File: src/include/ocrs_regs.svh
`ifndef OCRS_REGS_SVH
`define OCRS_REGS_SVH
`define OCRS_A_FAMILY     8'h38
`define OCRS_A_FIXSEL     8'h39
`define OCRS_A_TRIM_LO    8'h3c
`define OCRS_A_TRIM_HI    8'h3d
`define OCRS_A_CMOS       8'h61
`define OCRS_A_DIFF       8'h62
`define OCRS_A_SYNC_EN    8'h63
`define OCRS_A_AUX        8'h64
`define OCRS_A_MAIN       8'h65
`define OCRS_A_STYLE      8'h7a
`define OCRS_A_OPSTATE    8'h09
`define OCRS_A_FORCE      8'h4d
`define OCRS_F_FAM_A      5
`define OCRS_F_FAM_B      6
`define OCRS_F_SEL_A      5:4
`define OCRS_F_SEL_B      7:6
`define OCRS_F_CMOS       3:0
`define OCRS_F_DIFF       7:4
`define OCRS_F_EN_FRAME   7
`define OCRS_F_EN_MFRAME  6
`define OCRS_F_RATE       2:0
`define OCRS_F_B_SRC      6
`define OCRS_F_B_SYNTH    5:4
`define OCRS_F_SYNC_AUX   7
`define OCRS_F_STY_8K     3:2
`define OCRS_F_STY_2K     1:0
`define OCRS_F_FORCE_EN   3
`define OCRS_F_FORCE_ST   2:0
`define OCRS_RST_ZERO     8'h00
`define OCRS_RST_SYNC_EN  8'hc0
`define OCRS_RST_MAIN     8'h01
`define OCRS_TRIM_ZERO    16'h9999
`define OCRS_TRIM_ZERO_LO 8'h99
`define OCRS_TRIM_ZERO_HI 8'h99
`define OCRS_KHZ_E1_BASE  19'd2048
`define OCRS_KHZ_T1_BASE  19'd1544
`define OCRS_KHZ_OC       19'd311040
`define OCRS_KHZ_E1_X12_MODE     19'd98304
`define OCRS_KHZ_E1_X16_MODE     19'd131072
`define OCRS_KHZ_T1_X24_MODE    19'd148224
`define OCRS_KHZ_T1_X16_MODE    19'd98816
`define OCRS_KHZ_AUX_OC   19'd77760
`define OCRS_KHZ_AUX_E1_X12_MODE 19'd24576
`define OCRS_KHZ_AUX_E1_X16_MODE 19'd32768
`define OCRS_KHZ_AUX_24T1 19'd37056
`define OCRS_KHZ_AUX_16T1 19'd24704
`define OCRS_KHZ_AUX_E3   19'd68736
`define OCRS_KHZ_AUX_DS3  19'd44736
`endif

File: src/include/ocrs_pkg.sv
package ocrs_pkg;
  typedef enum logic [2:0] {
    src_off, src_2k, src_8k, src_fixed_a, src_fixed_b, src_pll_a, src_pll_b
  } ocrs_src_e;
  typedef enum logic [2:0] {
    st_free_run, st_pre_locked, st_locked, st_phase_lost, st_holdover, st_pre_locked2
  } ocrs_state_e;
  typedef logic [18:0] ocrs_khz_t;
  typedef logic [6:0]  ocrs_div_t;
endpackage : ocrs_pkg

File: src/include/ocrs_sel_if.sv
`timescale 1ns/1ps
interface ocrs_sel_if;
  ocrs_pkg::ocrs_src_e src;
  ocrs_pkg::ocrs_div_t div;
  logic                tap_ok;
  modport dec (output src, output div, output tap_ok);
  modport top (input src, input div, input tap_ok);
endinterface : ocrs_sel_if

File: src/design/ocrs_top.sv
`timescale 1ns/1ps
`include "ocrs_regs.svh"
module ocrs_top (
  // Clock and reset
  input  wire logic                 clk_sys,
  input  wire logic                 rst_n,
  input  wire logic                 ce,
  // Register port
  input  wire logic                 reg_cs,
  input  wire logic                 reg_wr,
  input  wire logic [7:0]           reg_addr,
  input  wire logic [7:0]           reg_wdata,
  output logic      [7:0]           reg_rdata,
  // Sync references and output timing
  input  wire logic                 ref8k_main,
  input  wire logic                 ref2k_main,
  input  wire logic                 ref8k_aux,
  input  wire logic                 ref2k_aux,
  input  wire logic                 cmos_period_tick,
  input  wire logic                 diff_period_tick,
  // Loop status
  input  wire logic                 ref_selected,
  input  wire logic                 lock_achieved,
  input  wire logic                 phase_loss,
  input  wire logic                 ref_disqualified,
  input  wire logic                 standby_ok,
  input  wire logic                 prelock_timeout,
  // Output routing
  output ocrs_pkg::ocrs_src_e       cmos_src,
  output ocrs_pkg::ocrs_div_t       cmos_div,
  output logic                      cmos_tap_ok,
  output ocrs_pkg::ocrs_src_e       diff_src,
  output ocrs_pkg::ocrs_div_t       diff_div,
  output logic                      diff_tap_ok,
  // Rates
  output ocrs_pkg::ocrs_khz_t       fixed_a_khz,
  output ocrs_pkg::ocrs_khz_t       fixed_b_khz,
  output ocrs_pkg::ocrs_khz_t       pll_a_khz,
  output logic                      pll_a_analog_fb,
  output logic                      main_rate_bad,
  output ocrs_pkg::ocrs_khz_t       aux_fwd_khz,
  output logic                      aux_squelch,
  output logic                      pll_b_from_main,
  output ocrs_pkg::ocrs_khz_t       pll_b_khz,
  // Oscillator trim
  output logic      [15:0]          osc_trim,
  output logic      [16:0]          osc_trim_offset,
  // Sync outputs
  output logic                      frame_sync_out,
  output logic                      multiframe_sync_out,
  output logic                      cmos_lowrate_out,
  output logic                      diff_lowrate_out,
  // Operating state
  output ocrs_pkg::ocrs_state_e     op_state,
  output logic                      free_run,
  output logic                      forced_mode
);

  ////////////////////////////////////////////////////////////////////////
  // Register storage
  logic [7:0] family_r, fixsel_r, trim_lo_r, trim_hi_r;
  logic [7:0] cmos_r, diff_r, sync_en_r, aux_r, main_r, style_r, force_r;
  logic [7:0] rdata_nxt;
  logic       wr_en;

  assign wr_en = reg_cs & reg_wr;

  always_ff @(posedge clk_sys or negedge rst_n) begin
    if (!rst_n) begin
      family_r  <= `OCRS_RST_ZERO;
      fixsel_r  <= `OCRS_RST_ZERO;
      trim_lo_r <= `OCRS_TRIM_ZERO_LO;
      trim_hi_r <= `OCRS_TRIM_ZERO_HI;
      cmos_r    <= `OCRS_RST_ZERO;
      diff_r    <= `OCRS_RST_ZERO;
      sync_en_r <= `OCRS_RST_SYNC_EN;
      aux_r     <= `OCRS_RST_ZERO;
      main_r    <= `OCRS_RST_MAIN;
      style_r   <= `OCRS_RST_ZERO;
      force_r   <= `OCRS_RST_ZERO;
    end else if (ce && wr_en) begin
      case (reg_addr)
        `OCRS_A_FAMILY:  family_r  <= reg_wdata;
        `OCRS_A_FIXSEL:  fixsel_r  <= reg_wdata;
        `OCRS_A_TRIM_LO: trim_lo_r <= reg_wdata;
        `OCRS_A_TRIM_HI: trim_hi_r <= reg_wdata;
        `OCRS_A_CMOS:    cmos_r    <= reg_wdata;
        `OCRS_A_DIFF:    diff_r    <= reg_wdata;
        `OCRS_A_SYNC_EN: sync_en_r <= reg_wdata;
        `OCRS_A_AUX:     aux_r     <= reg_wdata;
        `OCRS_A_MAIN:    main_r    <= reg_wdata;
        `OCRS_A_STYLE:   style_r   <= reg_wdata;
        `OCRS_A_FORCE:   force_r   <= reg_wdata;
        default: ;
      endcase
    end
  end

  always_comb begin
    case (reg_addr)
      `OCRS_A_FAMILY:  rdata_nxt = family_r;
      `OCRS_A_FIXSEL:  rdata_nxt = fixsel_r;
      `OCRS_A_TRIM_LO: rdata_nxt = trim_lo_r;
      `OCRS_A_TRIM_HI: rdata_nxt = trim_hi_r;
      `OCRS_A_CMOS:    rdata_nxt = cmos_r;
      `OCRS_A_DIFF:    rdata_nxt = diff_r;
      `OCRS_A_SYNC_EN: rdata_nxt = sync_en_r;
      `OCRS_A_AUX:     rdata_nxt = aux_r;
      `OCRS_A_MAIN:    rdata_nxt = main_r;
      `OCRS_A_STYLE:   rdata_nxt = style_r;
      `OCRS_A_FORCE:   rdata_nxt = force_r;
      `OCRS_A_OPSTATE: rdata_nxt = {5'h00, op_state};
      default:         rdata_nxt = 8'h00;
    endcase
  end

  // Read data lands one cycle after the strobe
  always_ff @(posedge clk_sys or negedge rst_n) begin
    if (!rst_n) reg_rdata <= 8'h00;
    else if (ce && reg_cs && !reg_wr) reg_rdata <= rdata_nxt;
  end

  ////////////////////////////////////////////////////////////////////////
  // Oscillator trim
  logic [15:0] trim_w;
  assign trim_w = {trim_hi_r, trim_lo_r};

  // Offset in trim steps against the zero-ppm point
  always_ff @(posedge clk_sys or negedge rst_n) begin
    if (!rst_n) begin
      osc_trim        <= `OCRS_TRIM_ZERO;
      osc_trim_offset <= 17'h00000;
    end else if (ce) begin
      osc_trim        <= trim_w;
      osc_trim_offset <= {1'b0, trim_w} - {1'b0, `OCRS_TRIM_ZERO};
    end
  end

  ////////////////////////////////////////////////////////////////////////
  // Rate decode
  ocrs_pkg::ocrs_khz_t fix_a_nxt, fix_b_nxt, pa_nxt, aux_nxt, synth_b, pb_nxt;
  logic                pa_bad;

  function automatic ocrs_pkg::ocrs_khz_t fixed_rate(input logic fam, input logic [1:0] code);
    fixed_rate = (fam ? `OCRS_KHZ_T1_BASE : `OCRS_KHZ_E1_BASE) << code;
  endfunction : fixed_rate

  assign fix_a_nxt = fixed_rate(family_r[`OCRS_F_FAM_A], fixsel_r[`OCRS_F_SEL_A]);
  assign fix_b_nxt = fixed_rate(family_r[`OCRS_F_FAM_B], fixsel_r[`OCRS_F_SEL_B]);

  always_comb begin
    pa_bad = 1'b0;
    case (main_r[`OCRS_F_RATE])
      3'b000, 3'b001: pa_nxt = `OCRS_KHZ_OC;
      3'b010:         pa_nxt = `OCRS_KHZ_E1_X12_MODE;
      3'b011:         pa_nxt = `OCRS_KHZ_E1_X16_MODE;
      3'b100:         pa_nxt = `OCRS_KHZ_T1_X24_MODE;
      3'b101:         pa_nxt = `OCRS_KHZ_T1_X16_MODE;
      default: begin
        pa_nxt = 19'd0;
        pa_bad = 1'b1;
      end
    endcase
  end

  always_comb begin
    case (aux_r[`OCRS_F_RATE])
      3'b000, 3'b001: aux_nxt = `OCRS_KHZ_AUX_OC;
      3'b010:         aux_nxt = `OCRS_KHZ_AUX_E1_X12_MODE;
      3'b011:         aux_nxt = `OCRS_KHZ_AUX_E1_X16_MODE;
      3'b100:         aux_nxt = `OCRS_KHZ_AUX_24T1;
      3'b101:         aux_nxt = `OCRS_KHZ_AUX_16T1;
      3'b110:         aux_nxt = `OCRS_KHZ_AUX_E3;
      default:        aux_nxt = `OCRS_KHZ_AUX_DS3;
    endcase
  end

  always_comb begin
    case (main_r[`OCRS_F_B_SYNTH])
      2'b00:   synth_b = `OCRS_KHZ_E1_X12_MODE;
      2'b01:   synth_b = `OCRS_KHZ_E1_X16_MODE;
      2'b10:   synth_b = `OCRS_KHZ_T1_X24_MODE;
      default: synth_b = `OCRS_KHZ_T1_X16_MODE;
    endcase
  end

  // Aux code is ignored once loop B takes synthesis
  assign pb_nxt = main_r[`OCRS_F_B_SRC] ? synth_b : (aux_nxt << 2);

  always_ff @(posedge clk_sys or negedge rst_n) begin
    if (!rst_n) begin
      fixed_a_khz     <= 19'd0;
      fixed_b_khz     <= 19'd0;
      pll_a_khz       <= 19'd0;
      pll_a_analog_fb <= 1'b0;
      main_rate_bad   <= 1'b0;
      aux_fwd_khz     <= 19'd0;
      aux_squelch     <= 1'b0;
      pll_b_from_main <= 1'b0;
      pll_b_khz       <= 19'd0;
    end else if (ce) begin
      fixed_a_khz     <= fix_a_nxt;
      fixed_b_khz     <= fix_b_nxt;
      pll_a_khz       <= pa_nxt;
      pll_a_analog_fb <= main_r[`OCRS_F_RATE] == 3'b001;
      main_rate_bad   <= pa_bad;
      aux_fwd_khz     <= main_r[`OCRS_F_B_SRC] ? 19'd0 : aux_nxt;
      aux_squelch     <= !main_r[`OCRS_F_B_SRC] && aux_r[`OCRS_F_RATE] == 3'b000;
      pll_b_from_main <= main_r[`OCRS_F_B_SRC];
      pll_b_khz       <= pb_nxt;
    end
  end

  ////////////////////////////////////////////////////////////////////////
  // Output selection, applied on cycle boundaries
  logic [3:0] cmos_eff_r, diff_eff_r;
  logic       no_612_b;

  // An idle output has no cycles, so a change from off applies at once
  always_ff @(posedge clk_sys or negedge rst_n) begin
    if (!rst_n) begin
      cmos_eff_r <= 4'h0;
      diff_eff_r <= 4'h0;
    end else if (ce) begin
      if (cmos_period_tick || cmos_eff_r == 4'h0) cmos_eff_r <= cmos_r[`OCRS_F_CMOS];
      if (diff_period_tick || diff_eff_r == 4'h0) diff_eff_r <= diff_r[`OCRS_F_DIFF];
    end
  end

  assign no_612_b = !main_r[`OCRS_F_B_SRC] && aux_r[2:1] == 2'b11;

  ocrs_sel_if cmos_sel ();
  ocrs_sel_if diff_sel ();

  ocrs_out_decode #(.DIFF(1'b0)) u_cmos_dec (
    .clk_sys  (clk_sys),
    .rst_n    (rst_n),
    .ce       (ce),
    .code     (cmos_eff_r),
    .no_612_a (1'b0),
    .no_612_b (no_612_b),
    .sel      (cmos_sel.dec)
  );

  ocrs_out_decode #(.DIFF(1'b1)) u_diff_dec (
    .clk_sys  (clk_sys),
    .rst_n    (rst_n),
    .ce       (ce),
    .code     (diff_eff_r),
    .no_612_a (1'b0),
    .no_612_b (no_612_b),
    .sel      (diff_sel.dec)
  );

  assign cmos_src    = cmos_sel.src;
  assign cmos_div    = cmos_sel.div;
  assign cmos_tap_ok = cmos_sel.tap_ok;
  assign diff_src    = diff_sel.src;
  assign diff_div    = diff_sel.div;
  assign diff_tap_ok = diff_sel.tap_ok;

  ////////////////////////////////////////////////////////////////////////
  // Sync shaping; pulse width is timed by the single-ended output
  logic ref8k_sel, ref2k_sel, low8k, low2k;

  assign ref8k_sel = style_r[`OCRS_F_SYNC_AUX] ? ref8k_aux : ref8k_main;
  assign ref2k_sel = style_r[`OCRS_F_SYNC_AUX] ? ref2k_aux : ref2k_main;

  ocrs_sync_shaper u_frame (
    .clk_sys     (clk_sys),
    .rst_n       (rst_n),
    .ce          (ce),
    .ref_in      (ref8k_main),
    .period_tick (cmos_period_tick),
    .style       (style_r[`OCRS_F_STY_8K]),
    .enable      (sync_en_r[`OCRS_F_EN_FRAME]),
    .sync_out    (frame_sync_out)
  );

  ocrs_sync_shaper u_mframe (
    .clk_sys     (clk_sys),
    .rst_n       (rst_n),
    .ce          (ce),
    .ref_in      (ref2k_main),
    .period_tick (cmos_period_tick),
    .style       (style_r[`OCRS_F_STY_2K]),
    .enable      (sync_en_r[`OCRS_F_EN_MFRAME]),
    .sync_out    (multiframe_sync_out)
  );

  ocrs_sync_shaper u_low8k (
    .clk_sys     (clk_sys),
    .rst_n       (rst_n),
    .ce          (ce),
    .ref_in      (ref8k_sel),
    .period_tick (cmos_period_tick),
    .style       (style_r[`OCRS_F_STY_8K]),
    .enable      (1'b1),
    .sync_out    (low8k)
  );

  ocrs_sync_shaper u_low2k (
    .clk_sys     (clk_sys),
    .rst_n       (rst_n),
    .ce          (ce),
    .ref_in      (ref2k_sel),
    .period_tick (cmos_period_tick),
    .style       (style_r[`OCRS_F_STY_2K]),
    .enable      (1'b1),
    .sync_out    (low2k)
  );

  // Only the 2k/8k codes carry the shaped low-rate signal
  assign cmos_lowrate_out = (cmos_sel.src == ocrs_pkg::src_8k) ? low8k :
                            (cmos_sel.src == ocrs_pkg::src_2k) ? low2k : 1'b0;
  assign diff_lowrate_out = (diff_sel.src == ocrs_pkg::src_8k) ? low8k :
                            (diff_sel.src == ocrs_pkg::src_2k) ? low2k : 1'b0;

  ////////////////////////////////////////////////////////////////////////
  // Operating state machine
  ocrs_pkg::ocrs_state_e state_r, state_nxt, force_st;

  always_comb begin
    case (force_r[`OCRS_F_FORCE_ST])
      3'd1:    force_st = ocrs_pkg::st_pre_locked;
      3'd2:    force_st = ocrs_pkg::st_locked;
      3'd3:    force_st = ocrs_pkg::st_phase_lost;
      3'd4:    force_st = ocrs_pkg::st_holdover;
      3'd5:    force_st = ocrs_pkg::st_pre_locked2;
      default: force_st = ocrs_pkg::st_free_run;
    endcase
  end

  always_comb begin
    state_nxt = state_r;
    case (state_r)
      ocrs_pkg::st_free_run:
        if (ref_selected) state_nxt = ocrs_pkg::st_pre_locked;
      ocrs_pkg::st_pre_locked:
        if (lock_achieved) state_nxt = ocrs_pkg::st_locked;
        else if (prelock_timeout) state_nxt = ocrs_pkg::st_free_run;
      ocrs_pkg::st_locked:
        if (ref_disqualified) state_nxt = standby_ok ? ocrs_pkg::st_pre_locked2 : ocrs_pkg::st_holdover;
        else if (phase_loss) state_nxt = ocrs_pkg::st_phase_lost;
      ocrs_pkg::st_phase_lost:
        if (ref_disqualified) state_nxt = standby_ok ? ocrs_pkg::st_pre_locked2 : ocrs_pkg::st_holdover;
        else if (lock_achieved) state_nxt = ocrs_pkg::st_locked;
      ocrs_pkg::st_holdover:
        if (ref_selected) state_nxt = ocrs_pkg::st_pre_locked2;
      ocrs_pkg::st_pre_locked2:
        if (lock_achieved) state_nxt = ocrs_pkg::st_locked;
        else if (prelock_timeout) state_nxt = ocrs_pkg::st_holdover;
      default: state_nxt = ocrs_pkg::st_free_run;
    endcase
    if (force_r[`OCRS_F_FORCE_EN]) state_nxt = force_st;
  end

  always_ff @(posedge clk_sys or negedge rst_n) begin
    if (!rst_n) state_r <= ocrs_pkg::st_free_run;
    else if (ce) state_r <= state_nxt;
  end

  assign op_state    = state_r;
  assign free_run    = state_r == ocrs_pkg::st_free_run;
  assign forced_mode = force_r[`OCRS_F_FORCE_EN];
endmodule : ocrs_top

File: src/design/ocrs_out_decode.sv
`timescale 1ns/1ps
`include "ocrs_regs.svh"
module ocrs_out_decode #(
  parameter bit DIFF = 1'b0
) (
  // Clock and reset
  input  wire logic       clk_sys,
  input  wire logic       rst_n,
  input  wire logic       ce,
  // Selection
  input  wire logic [3:0] code,
  input  wire logic       no_612_a,
  input  wire logic       no_612_b,
  // Decoded source
  ocrs_sel_if.dec         sel
);
  ocrs_pkg::ocrs_src_e src_nxt;
  ocrs_pkg::ocrs_div_t div_nxt;
  logic                bad_tap;

  ////////////////////////////////////////////////////////////////////////
  always_comb begin
    src_nxt = ocrs_pkg::src_pll_a;
    div_nxt = 7'd1;
    case (code)
      4'h0: src_nxt = ocrs_pkg::src_off;
      4'h1: src_nxt = ocrs_pkg::src_2k;
      4'h2: src_nxt = ocrs_pkg::src_8k;
      4'h3: begin
        if (DIFF) div_nxt = 7'd2;
        else src_nxt = ocrs_pkg::src_fixed_b;
      end
      4'h4: src_nxt = ocrs_pkg::src_fixed_a;
      4'h5: div_nxt = DIFF ? 7'd1 : 7'd48;
      4'h6: div_nxt = 7'd16;
      4'h7: div_nxt = 7'd12;
      4'h8: div_nxt = 7'd8;
      4'h9: div_nxt = 7'd6;
      4'ha: div_nxt = 7'd4;
      4'hb: begin src_nxt = ocrs_pkg::src_pll_b; div_nxt = 7'd64; end
      4'hc: begin src_nxt = ocrs_pkg::src_pll_b; div_nxt = 7'd48; end
      4'hd: begin src_nxt = ocrs_pkg::src_pll_b; div_nxt = 7'd16; end
      4'he: begin src_nxt = ocrs_pkg::src_pll_b; div_nxt = 7'd8; end
      default: begin src_nxt = ocrs_pkg::src_pll_b; div_nxt = 7'd4; end
    endcase
  end

  // E3 and DS3 loop rates have no divide-by-6 or -12 tap
  assign bad_tap = (div_nxt == 7'd6 || div_nxt == 7'd12) &&
                   ((src_nxt == ocrs_pkg::src_pll_a && no_612_a) ||
                    (src_nxt == ocrs_pkg::src_pll_b && no_612_b));

  always_ff @(posedge clk_sys or negedge rst_n) begin
    if (!rst_n) begin
      sel.src    <= ocrs_pkg::src_off;
      sel.div    <= 7'd1;
      sel.tap_ok <= 1'b0;
    end else if (ce) begin
      sel.src    <= bad_tap ? ocrs_pkg::src_off : src_nxt;
      sel.div    <= div_nxt;
      sel.tap_ok <= ~bad_tap && (src_nxt != ocrs_pkg::src_off);
    end
  end
endmodule : ocrs_out_decode

File: src/design/ocrs_sync_shaper.sv
`timescale 1ns/1ps
module ocrs_sync_shaper (
  // Clock and reset
  input  wire logic       clk_sys,
  input  wire logic       rst_n,
  input  wire logic       ce,
  // Reference and timing
  input  wire logic       ref_in,
  input  wire logic       period_tick,
  // Control
  input  wire logic [1:0] style,
  input  wire logic       enable,
  // Output
  output logic            sync_out
);
  logic ref_d_r;
  logic armed_r;
  logic pulse_r;
  logic rise;

  assign rise = ref_in & ~ref_d_r;

  ////////////////////////////////////////////////////////////////////////
  always_ff @(posedge clk_sys or negedge rst_n) begin
    if (!rst_n) ref_d_r <= 1'b0;
    else if (ce) ref_d_r <= ref_in;
  end

  // Pulse spans one output period, tick to tick
  always_ff @(posedge clk_sys or negedge rst_n) begin
    if (!rst_n) begin
      armed_r <= 1'b0;
      pulse_r <= 1'b0;
    end else if (ce) begin
      if (rise) armed_r <= 1'b1;
      else if (period_tick) armed_r <= 1'b0;
      if (period_tick) pulse_r <= armed_r;
    end
  end

  always_ff @(posedge clk_sys or negedge rst_n) begin
    if (!rst_n) sync_out <= 1'b0;
    else if (ce) sync_out <= enable & ((style[0] ? pulse_r : ref_d_r) ^ style[1]);
  end
endmodule : ocrs_sync_shaper

File: config.mk
export PLATFORM = sky130hd
export DESIGN_NAME = ocrs_top
export DESIGN_NICKNAME = d
export VERILOG_FILES = /design/src/include/ocrs_pkg.sv /design/src/include/ocrs_sel_if.sv /design/src/design/ocrs_top.sv /design/src/design/ocrs_out_decode.sv /design/src/design/ocrs_sync_shaper.sv
export VERILOG_INCLUDE_DIRS = /design/src /design/src/include
export SDC_FILE = /design/constraint.sdc
export NUM_CORES = 1
export LEC_CHECK = 0
export BUFFER_PORTS_ARGS = -buffer_cell sky130_fd_sc_hd__buf_4
export CAP_MARGIN = 20
export CORE_ASPECT_RATIO = 1.2
export CORE_UTILIZATION = 55
export DETAILED_ROUTE_END_ITERATION = 8
export MAX_ROUTING_LAYER = met4
export PLACE_DENSITY_LB_ADDON = 0.1
export SYNTH_ARGS = -nofsm -noshare
export SYNTH_HDL_FRONTEND = slang
export SYNTH_SLANG_ARGS = --single-unit
File: constraint.sdc
create_clock -name clk_sys -period 2.4 [get_ports clk_sys]
set_input_delay 0 -clock clk_sys [delete_from_list [all_inputs] [get_ports clk_sys]]
set_output_delay 0 -clock clk_sys [all_outputs]
set_load 0.01 [all_outputs]
* Word level (Yosys, flattened, before mapping)
Cells that the tools add are included.
** Storage, ports and cells
- Flip-flop bits (word level) :: 277
- Bits in latches :: 0
- RAM bits :: 0
- Memory bits (read-only) :: 0
- Input port bits :: 33
- Output and inout bits :: 171
- Word-level logic and storage cells :: 252
- Memories :: 0
** Cells by class
- $add $sub $neg :: 1
- Multiply operators :: 0
- Divide/modulo/power cells :: 0
- Order comparisons :: 0
- Equality and inequality tests :: 80
- Shifts and indexed selects :: 2
- Muxes and demuxes :: 44
- Bitwise operators :: 17
- Reduce and logical (&&, ||, !) cells :: 60
** Operators by type and width (number)
- case mux 17 bit (6 select lines) :: 1
- case mux 8 bit (12 select lines) :: 1
- case mux 19 bit (5 select lines) :: 1
- == test 4 bit, second input constant :: 14
- == test 8 x 7 -> 1 bit, second input constant :: 7
- case mux 7 bit (8 select lines) :: 1
- case mux 18 bit (3 select lines) :: 1
- case mux 7 bit (7 select lines) :: 1
- two-way mux 3 bit :: 13
- two-way mux 19 bit :: 2
- << shifter 12 x 2 -> 19 bit :: 2
- case mux 3 bit (6 select lines) :: 2
- AND reduction 2 bit :: 18
- == test 3 bit, second input constant :: 11
- == test 4 x 3 -> 1 bit, second input constant :: 8
- == test 8 x 6 -> 1 bit, second input constant :: 4
- == test 3 x 2 -> 1 bit, second input constant :: 10
- case mux 3 bit (5 select lines) :: 2
- two-way mux 12 bit :: 2
- == test 3 x 1 -> 1 bit, second input constant :: 6
- two-way mux 1 bit :: 17
- subtractor 16 x 16 -> 17 bit, second input constant :: 1
- == test 4 x 2 -> 1 bit, second input constant :: 4
- != test 4 bit, second input constant :: 4
- other kinds (24) :: 71

* Logic depth before layout (Yosys ltp)
Gate-level depths: netlist (run 1).
- Depth in word-level cells :: 8
- Gate-level depth with buffers :: 8
- Depth with buffers taken out :: 7

* Cells and area by module
A second synthesis (run 1) with hierarchy kept.
** Unflattened totals
- Cells, all modules :: 1029
- Area total of the unflattened synthesis :: 11368.4 um^2
** Modules (own cells, without submodules)
- ocrs_top :: times used 1, cells an instance 830, area an instance 9381.5 um^2, seq. area each 4653.2 um^2
- ocrs_sync_shaper :: times used 4, cells an instance 16, area an instance 175.2 um^2, seq. area each 100.1 um^2
- ocrs_out_decode at u_cmos_dec :: times used 1, cells an instance 68, area an instance 665.6 um^2, seq. area each 276.5 um^2
- ocrs_out_decode at u_diff_dec :: times used 1, cells an instance 67, area an instance 620.6 um^2, seq. area each 276.5 um^2

* Least setup slack after synthesis (run 1)
No wires, ideal clock.
- Path kind :: register -> register
- From :: reg trim_lo_r[0]
- To :: reg osc_trim_offset[12]
- Setup time :: 0.082 ns
- Arrival :: 1.744 ns
- Required time :: 2.318 ns
- Setup slack :: 0.574 ns
- Stages on the path, launching flop included :: 8
- Buffers on the path :: 0
- Period minus slack after synthesis :: 1.826 ns
- Cell sequence :: dfstp_2 -> inv_1 -> ha_1 -> nand2b_1 -> a311o_1 -> a311oi_2 -> or3_1 -> a31oi_1
** Between the ends
- Cells in the longest elaborated chain, start to end :: 1
** RTL lines
- from (decl) :: RTL line ocrs_top.sv:61 : logic [7:0] family_r, fixsel_r, trim_lo_r, trim_hi_r;
- from (signal assigned) :: RTL line ocrs_top.sv:72 : trim_lo_r <= `OCRS_TRIM_ZERO_LO;
- from (signal assigned) :: RTL line ocrs_top.sv:85 : `OCRS_A_TRIM_LO: trim_lo_r <= reg_wdata;
- subtractor 16 x 16 -> 17 bit :: RTL line ocrs_top.sv:135 : osc_trim_offset <= {1'b0, trim_w} - {1'b0, `OCRS_TRIM_ZERO};
- to (signal assigned) :: RTL line ocrs_top.sv:135
- to (decl) :: RTL line ocrs_top.sv:47 : output logic [16:0] osc_trim_offset,
No other way between the ends.
A chain may end at the register's enable or synchronous reset.

* Worst setup path in the final report (run 1)
- From :: reg state_r[2], in the netlist op_state[2]
- To :: reg state_r[2], in the netlist op_state[2]
** Between the ends
- Cells in the longest elaborated chain, start to end :: 3
- Elaborated cells between the ends (all ways) :: 15
- Classes of those cells :: eq/ne: 11; mux: 2; reduce/logical: 2
** RTL lines
- from (decl) :: RTL line ocrs_top.sv:321 : ocrs_pkg::ocrs_state_e state_r, state_nxt, force_st;
- from (signal assigned) :: RTL line ocrs_top.sv:359 : if (!rst_n) state_r <= ocrs_pkg::st_free_run;
- from (signal assigned) :: RTL line ocrs_top.sv:360 : else if (ce) state_r <= state_nxt;
- == test 3 x 2 -> 1 bit, or another cell as far along :: RTL line ocrs_top.sv:336 : case (state_r)
- != test 4 bit (no source line), or another cell as far along
- AND reduction 7 bit (no source line) / two-way mux 3 bit (equally long branches)
Parallel ways exist; a longest one is shown, timed or not.

==> impl_metrics.ini, run 1 <==
[clocking]
cts_tree = built
insertion_delay_ns = 0.51
cts_buffers = 23
htree_levels = 1
clk_pin_slew_ns = 0.06
clockBufferDepth = 3
cts.sinks = 223
clock-root-buffer = clkbuf_16

[pwr]
ir_drop_mv = 0.518
cellPowerDensity_nw_per_um2 = 655
p_leak_nw = 6.12

[sta]
min_period_over_period = 0.910
fin_crit_ns = 2.18
skew_ns = 0.0102
worst_slack_ns = 0.216
finalSetupTns_ns = 0
slew_violations = 0
setup_viol = 0
slew-limit-headroom = 0.541
max_slew.worst_pin.slew_ns = 0.689
rsz0062_at_grt = false
max_freq_mhz = 458
hold_violations = 0

[logic_synthesis]
synthCells = 1012
syn_avg_cell_area_sq_um = 11.0
yosysSeqAreaShare = 0.504
synth_top_cell_area_share = 0.455
synth_warnings = 0
synth-async-reset-ratio = 1.00
synth_cell_type_count = 73
synth_edf_count = 0
synth_area_leaders = dfrtp_1, mux2_2, dfstp_2, buf_4, o21ai_0
synth_top_cell_by_area = dfrtp_1
ys.flop_type = dfrtp_1
ys_ff_latch = 223
syn_area_sq_um = 11100

[global_routing]
grt-ovfl-total = 0
grt_pass1_vias = 7837
antenna_found_initial = 0
grt_max_degree = 149
grtUsageTotal = 0.275
grt_pass1_wl_um = 43200

[placed_design]
portBuffers = 161
place.gp.congestion = 0.954
dp_hpwl_um = 19300
place_inst = 1362
dp_worst_setup_slack_ns = 0.401
postPlaceCellArea_sq_um = 12200

[final_layout]
nets = 1191
diodes = 0
layout_commonest_cell = dfrtp_1
most-common-layout-cells = dfrtp_1, buf_4, mux2_2
drive_gt1_frac = 0.331
stdcell_count = 1423
area_growth_pct = 18.9
fin_area_sq_um = 13200

[setup_path]
required_ns = 2.78
crit_type = flop to flop
critPathMaxFanout = 8
crit_path_start_kind = flop
crit_arrival_ns = 2.57
r2r_cells = 6
endpoint_kind = flop

[routing]
drt_iter0_markers = 518
routed_via_density = 5.67
wl_per_cell_um = 19.2
drc = 0
finalWirelength_um = 27400
vias = 8074
first_pass_iters = 5
ant_nets = 0

[floorplanning]
die_x_um = 132
die_area_sq_um = 20800
die_y_um = 158
initial_core_util = 0.565
pin_count = 204
num_rows = 56
coreArea_sq_um = 19700

[hold_path]
hold_depth = 6
worstHoldPathType = input port to flop

[run_status]
status = finished, final reports clean

[run]
drv_cap = 0
-- through the flow --
stage,power [mW],utilization,hold slack (ns)
6_report,8.66,0.671,0.0749
5_1_grt,8.98,0.671,0.0919
4_1_cts,8.72,0.671,0.0637
3_5_place_dp,5.06,0.621,0.0553
3_3_place_gp,5.04,0.621,0.0602
2_1_floorplan,4.67,-,-0.296
-- per-layer routing --
metal  track usage  wire length (um)
met1         0.350             11600
met3        0.0333              1300
met4         0.110              1010
met2         0.450             13500
met5             -                 0
-- cell type report --
type                       count  area, sq um
fill                        1567         6470
sequential                   223         5610
multi-input combinational    666         4820
timing repair buffer         192         1540
clock buffer                  32          669
tap                          261          327
inverter                      40          150
clock inverter                 9          108
-- critical path: stages, from the launching register on --
cell,delay [ns]
dfrtp_1,0.49
nor3b_1,0.30
o21bai_1,0.14
a211oi_2,0.28
nand2b_1,0.19
o21ai_0,0.10
dlygate4sd3_1,0.56
-- cells by family (layout without fill, tap and decap cells) --
logic type	after synthesis	count (layout)	synth area share
AO/OA/AOI/OAI	204	204	0.124
XOR/XNOR	19	19	0.0150
adder cells (fa/ha/maj)	13	13	0.0144
buffers and inverters	164	273	0.0765
flip-flops	223	223	0.504
multiplexers	152	152	0.152
other	1	42	0.000337
AND/OR/NAND/NOR	236	236	0.113
-- cells in the mapped netlist (all sizes together) (3+ instances only) --
library cell,instances
mux2i,17
a32oi,19
and2,5
nand2,52
a31oi,7
a21o,11
nor2,61
buf,73
nor3b,5
xnor2,7
a211oi,6
nand3b,13
nand3,29
and3,8
ha,12
o22a,3
a22o,3
o31ai,10
or3,3
o22ai,10
a22oi,5
nand4b,3
xor2,12
o2bb2ai,9
nor4,3
a21oi,41
dfrtp,202
mux2,135
o21ai,56
inv,40
dfstp,21
nor2b,10
nor3,15
a32o,6
nand2b,11
nand4,7
clkbuf,51
-- sequential cells by signal, indices dropped and copies added, names as in the netlist, 9 cells and up --
signal / count
osc_trim_offset: 17
osc_trim: 16
aux_fwd_khz: 9
fixed_a_khz: 9
fixed_b_khz: 9
-- power by group --
| part | leakage [nW] | switching (mW) | internal [mW] |
|---|---|---|---|
| registers | 2.84 | 0.184 | 3.91 |
| clock network | 0.379 | 1.46 | 2.17 |
| logic | 2.91 | 0.505 | 0.428 |
-- timing repair --
item | in CTS | in global routing
hold buffers | 20 | 0
gates resized for setup | 0 | 2
setup buffers | 0 | 0
hold endpoints to repair | 191 | 0
endpoints found under the setup margin | 0 | 1
-- worst paths after layout --
| check | from | to | slack (ns) |
|---|---|---|---|
| setup / recovery | op_state[2] | op_state[2] | 0.22 |
| hold / removal | reg_cs | trim_lo_r[3] | 0.07 |
| setup reg to reg | op_state[2] | op_state[2] | 0.22 |
| hold reg to reg | u_low2k.armed_r | u_low2k.armed_r | 0.48 |
| max in group asynchronous | rst_n | main_r[0] | 1.48 |
| min in group asynchronous | rst_n | reg_rdata[3] | 0.09 |
(Power assumes the default switching activity.)
==> inputs of run 2 (changes only) <==
- CELL_PAD_IN_SITES_DETAIL_PLACEMENT: default -> 2
- CELL_PAD_IN_SITES_GLOBAL_PLACEMENT: default -> 2
- CORE_UTILIZATION: 55 -> 36
==> impl_metrics.ini, run 2 (synthesis results as in run 1) <==
[sta]
slew_violations = 0
setup_viol = 0
finalSetupTns_ns = 0
rsz0062_at_grt = false
fin_crit_ns = 2.22
min_period_over_period = 0.923
slew-limit-headroom = 0.495
max_freq_mhz = 451
max_slew.worst_pin.slew_ns = 0.747
skew_ns = 0.0129
worst_slack_ns = 0.184
hold_violations = 0

[hold_path]
worstHoldPathType = input port to async pin

[routing]
first_pass_iters = 4
ant_nets = 0
vias = 8315
routed_via_density = 5.30
wl_per_cell_um = 22.0
m1WireLength_um = 14700
wl_met3_um = 1240
routed.top_layer = met4
drc = 0
finalWirelength_um = 34500
met2_length_um = 17800
drt_iter0_markers = 353

[setup_path]
cp_top_family = buffers and inverters
required_ns = 2.82
crit_arrival_ns = 2.63
slowest_stage = dlygate4sd3_1
critical_path.cell_chain = nor3b_2, o21bai_1, a211oi_2, nand2b_1, o21ai_0, dlygate4sd3_1
critPathMaxFanout = 8
path_buf_inv = 1
crit_path_start_kind = flop
endpoint_kind = flop
max_stage_delay_ns = 0.56
crit_type = flop to flop

[pwr]
p_leak_nw = 6.16
cellPowerDensity_nw_per_um2 = 655
ir_drop_mv = 0.443

[final_layout]
layout_commonest_cell = dfrtp_1
final_core_utilization = 0.443
most-common-layout-cells = dfrtp_1, buf_4, mux2_2
area_growth_pct = 21.0
fin_area_sq_um = 13500
largest_register = osc_trim_offset
stdcell_count = 1569
drive_gt1_frac = 0.332
largestRegisters = osc_trim_offset: 17 flops, osc_trim: 16 flops
largest_reg_flops = 17
nets = 1198

[floorplanning]
die_x_um = 162
coreArea_sq_um = 30400
pin_count = 204
die_area_sq_um = 31600
die_y_um = 195
num_rows = 70
initial_core_util = 0.366

[run_status]
status = finished, final reports clean

[global_routing]
grt_pass1_vias = 8930
grt_pass1_wl_um = 53800
grt_max_degree = 140
grtUsageTotal = 0.227
antenna_found_initial = 1
grt-ovfl-total = 0

[clocking]
clockBufferDepth = 3
cts.sinks = 223
cts_buffers = 26
clock-root-buffer = clkbuf_16
cts_tree = built
clk_pin_slew_ns = 0.06
htree_levels = 1
insertion_delay_ns = 0.54

[placed_design]
dp_hpwl_um = 24200
portBuffers = 161
place_inst = 1502
postPlaceCellArea_sq_um = 12500
place.gp.congestion = 0.870
dp_worst_setup_slack_ns = 0.351

[run]
drv_cap = 0
## run 2: changes by cell type in the layout (fill, tap and decap cells not counted), sizes merged
cell	before	now
dlygate4sd3	20	19
inv	41	40
clkbuf	32	42
diode	0	1
buf	172	177
bufinv	2	0
clkinvlp	2	1
## run 2: area by class of cell
| type | instances | area, sq um |
|---|---|---|
| antenna | 1 | 2.50 |
| clock buffer | 42 | 761 |
| clock inverter | 5 | 38.8 |
| fill | 3157 | 16900 |
| inverter | 40 | 150 |
| multi-input combinational | 666 | 4830 |
| sequential | 223 | 5610 |
| tap | 396 | 495 |
| timing repair buffer | 196 | 1580 |
## run 2: report_power, final
group	switching [mW]	internal, mW
Sequential	0.194	3.92
Clock	1.58	2.16
Combinational	0.541	0.434
## run 2: per-layer routing
metal / vias to the layer above / GRT usage
li1: 3794 / -
met4: 0 / 0.0632
met1: 4298 / 0.283
met2: 186 / 0.387
met5: - / -
met3: 37 / 0.0243
## run 2: path summary, 6_finish.rpt
| kind | from | to | slack (ns) | cells after the start |
|---|---|---|---|---|
| worst min-delay path | rst_n | aux_fwd_khz[13] | 0.01 | 2 |
| worst max-delay path | op_state[2] | op_state[2] | 0.18 | 6 |
| min in group clk_sys | reg_addr[0] | reg_rdata[4] | 0.01 | 4 |
| max in group asynchronous | rst_n | trim_lo_r[4] | 1.55 | 3 |
| worst max register to register | op_state[2] | op_state[2] | 0.18 | 6 |
| worst min register to register | u_low2k.armed_r | u_low2k.armed_r | 0.49 | 2 |
## run 2: stage by stage
step,total power [mW],hold WS (ns)
3_5_place_dp,5.11,0.0108
4_1_cts,8.94,0.00837
5_1_grt,9.20,0.0392
6_report,8.82,0.00971
2_1_floorplan,4.67,-0.296
3_3_place_gp,5.09,0.0126
## run 2: timing repair
action,in CTS,in global routing
resized for setup,0,3
hold buffers,19,0
buffers inserted,0,0
endpoints found under the setup margin,0,1
hold endpoints to repair,320,0
==> inputs of run 3 (changes only) <==
- RECOVER_POWER: default -> 100
==> impl_metrics.ini, run 3 (synthesis results as in run 1) <==
[floorplanning]
pin_count = 204
coreArea_sq_um = 30400
initial_core_util = 0.366
die_y_um = 195
die_area_sq_um = 31600
num_rows = 70
die_x_um = 162

[final_layout]
layout_commonest_cell = dfrtp_1
area_growth_pct = 16.0
drive_gt1_frac = 0.206
nets = 1198
most-common-layout-cells = dfrtp_1, clkbuf_1, mux2_2
largest_reg_flops = 17
largestRegisters = osc_trim_offset: 17 flops, osc_trim: 16 flops
largest_register = osc_trim_offset

[global_routing]
grt-ovfl-total = 0
antenna_found_initial = 1
grtUsageTotal = 0.227
grt_pass1_vias = 8930
grt_max_degree = 140
grt_pass1_wl_um = 53800

[routing]
met2_length_um = 17700
routed_via_density = 5.29
m1WireLength_um = 14800
routed.top_layer = met4
first_pass_iters = 6
wl_per_cell_um = 22.0
ant_nets = 0
wl_met3_um = 1270
vias = 8296
drt_iter0_markers = 324
finalWirelength_um = 34600
drc = 0

[clocking]
insertion_delay_ns = 0.54
cts.sinks = 223
post_cts_buffers = 0
clock-root-buffer = clkbuf_16
cts_tree = built
cts_buffers = 26
clockBufferDepth = 3
clk_pin_slew_ns = 0.06
htree_levels = 1

[setup_path]
rr_startpoint = op_state[2]
max_stage_delay_ns = 0.56
endpoint_kind = flop
required_ns = 2.81
crit_arrival_ns = 2.62
r2r_slack_ns = 0.19
critical_path.cell_chain = nor3b_2, o21bai_1, a211oi_2, nand2b_1, o21ai_0, dlygate4sd3_1
rr_endpoint = op_state[2]
slowest_stage = dlygate4sd3_1
crit_type = flop to flop
path_buf_inv = 1
cp_top_family = buffers and inverters
crit_path_start_kind = flop
critPathMaxFanout = 8
r2r_cells = 6

[sta]
rsz0062_at_grt = false
fin_crit_ns = 2.21
finalSetupTns_ns = 0
slew_violations = 64
skew_ns = 0.0127
setup_viol = 0
min_period_over_period = 0.921
max_slew.worst_pin.slew_ns = 1.87
hold_violations = 0
slew-limit-headroom = -0.245
max_freq_mhz = 452

[placed_design]
dp_hpwl_um = 24200
portBuffers = 161
place.gp.congestion = 0.870

[hold_path]
worstHoldPathType = input port to flop
worstHoldStart = reg_addr[0]
hold_end = reg_rdata[4]
hold_depth = 4

[run_status]
status = finished with violations
violations = capacitance limit, slew limit

[run]
drv_cap = 1

[pwr]
ir_drop_mv = 0.444
cellPowerDensity_nw_per_um2 = 677
p_leak_nw = 5.65
total_power_mw = 8.73
[run 3: worst min-delay path, cell delays in order]
cell	delay [ns]
buf_4	0.20
nand3_1	0.10
a21o_1	0.14
a22oi_2	0.05
[run 3: power by group]
part | total [mW] | internal, mW | leakage, nW | switching, mW
combinational | 0.888 | 0.351 | 2.43 | 0.537
clock | 3.74 | 2.16 | 0.388 | 1.58
sequential | 4.10 | 3.91 | 2.83 | 0.189
[run 3: area by class of cell]
cell class / instances / area (sq um)
clock inverters: 5 / 38.8
well taps: 396 / 495
clock buffers: 42 / 761
multi-input cells: 666 / 4780
flip-flops and latches: 223 / 5610
inverters: 40 / 150
fillers: 3258 / 17500
diodes: 1 / 2.50
repair buffers: 196 / 1060
[run 3: worst max path at each step]
stage	from	to	slack (ns)	cells after the start
after floorplan	trim_lo_r[0]	osc_trim_offset[12]	0.57	7
after global placement	trim_lo_r[1]	osc_trim_offset[12]	0.44	7
after detailed placement	trim_lo_r[1]	osc_trim_offset[16]	0.35	7
after CTS	op_state[1]	op_state[2]	0.05	6
after global routing	op_state[2]	op_state[2]	0.04	6
final	op_state[2]	op_state[2]	0.19	6
[run 3: what timing repair did]
item                                   in CTS  in global routing
hold buffers                               19                  0
gates resized for setup                     0                  3
setup endpoints to repair                   0                  1
endpoints found under the hold margin     320                  0
[run 3: stage by stage]
| stage | setup WS (ns) | std cells | util | hold slack (ns) | cell area [sq um] |
|---|---|---|---|---|---|
| final | 0.189 | 1569 | 0.424 | 0.0150 | 12900 |
| after global routing | 0.0373 | 1569 | 0.424 | 0.0406 | 12900 |
| after CTS | 0.0486 | 1568 | 0.442 | 0.00837 | 13400 |
| after detailed placement | 0.351 | 1502 | 0.410 | 0.0108 | 12500 |
| after global placement | 0.443 | 1502 | 0.410 | 0.0126 | 12500 |
| after floorplan | 0.574 | 1053 | - | -0.296 | 11300 |
[run 3: metal layers]
metal | vias up | track usage
li1 | 3788 | -
met1 | 4276 | 0.283
met2 | 191 | 0.387
met3 | 41 | 0.0243
met4 | 0 | 0.0632
met5 | - | -
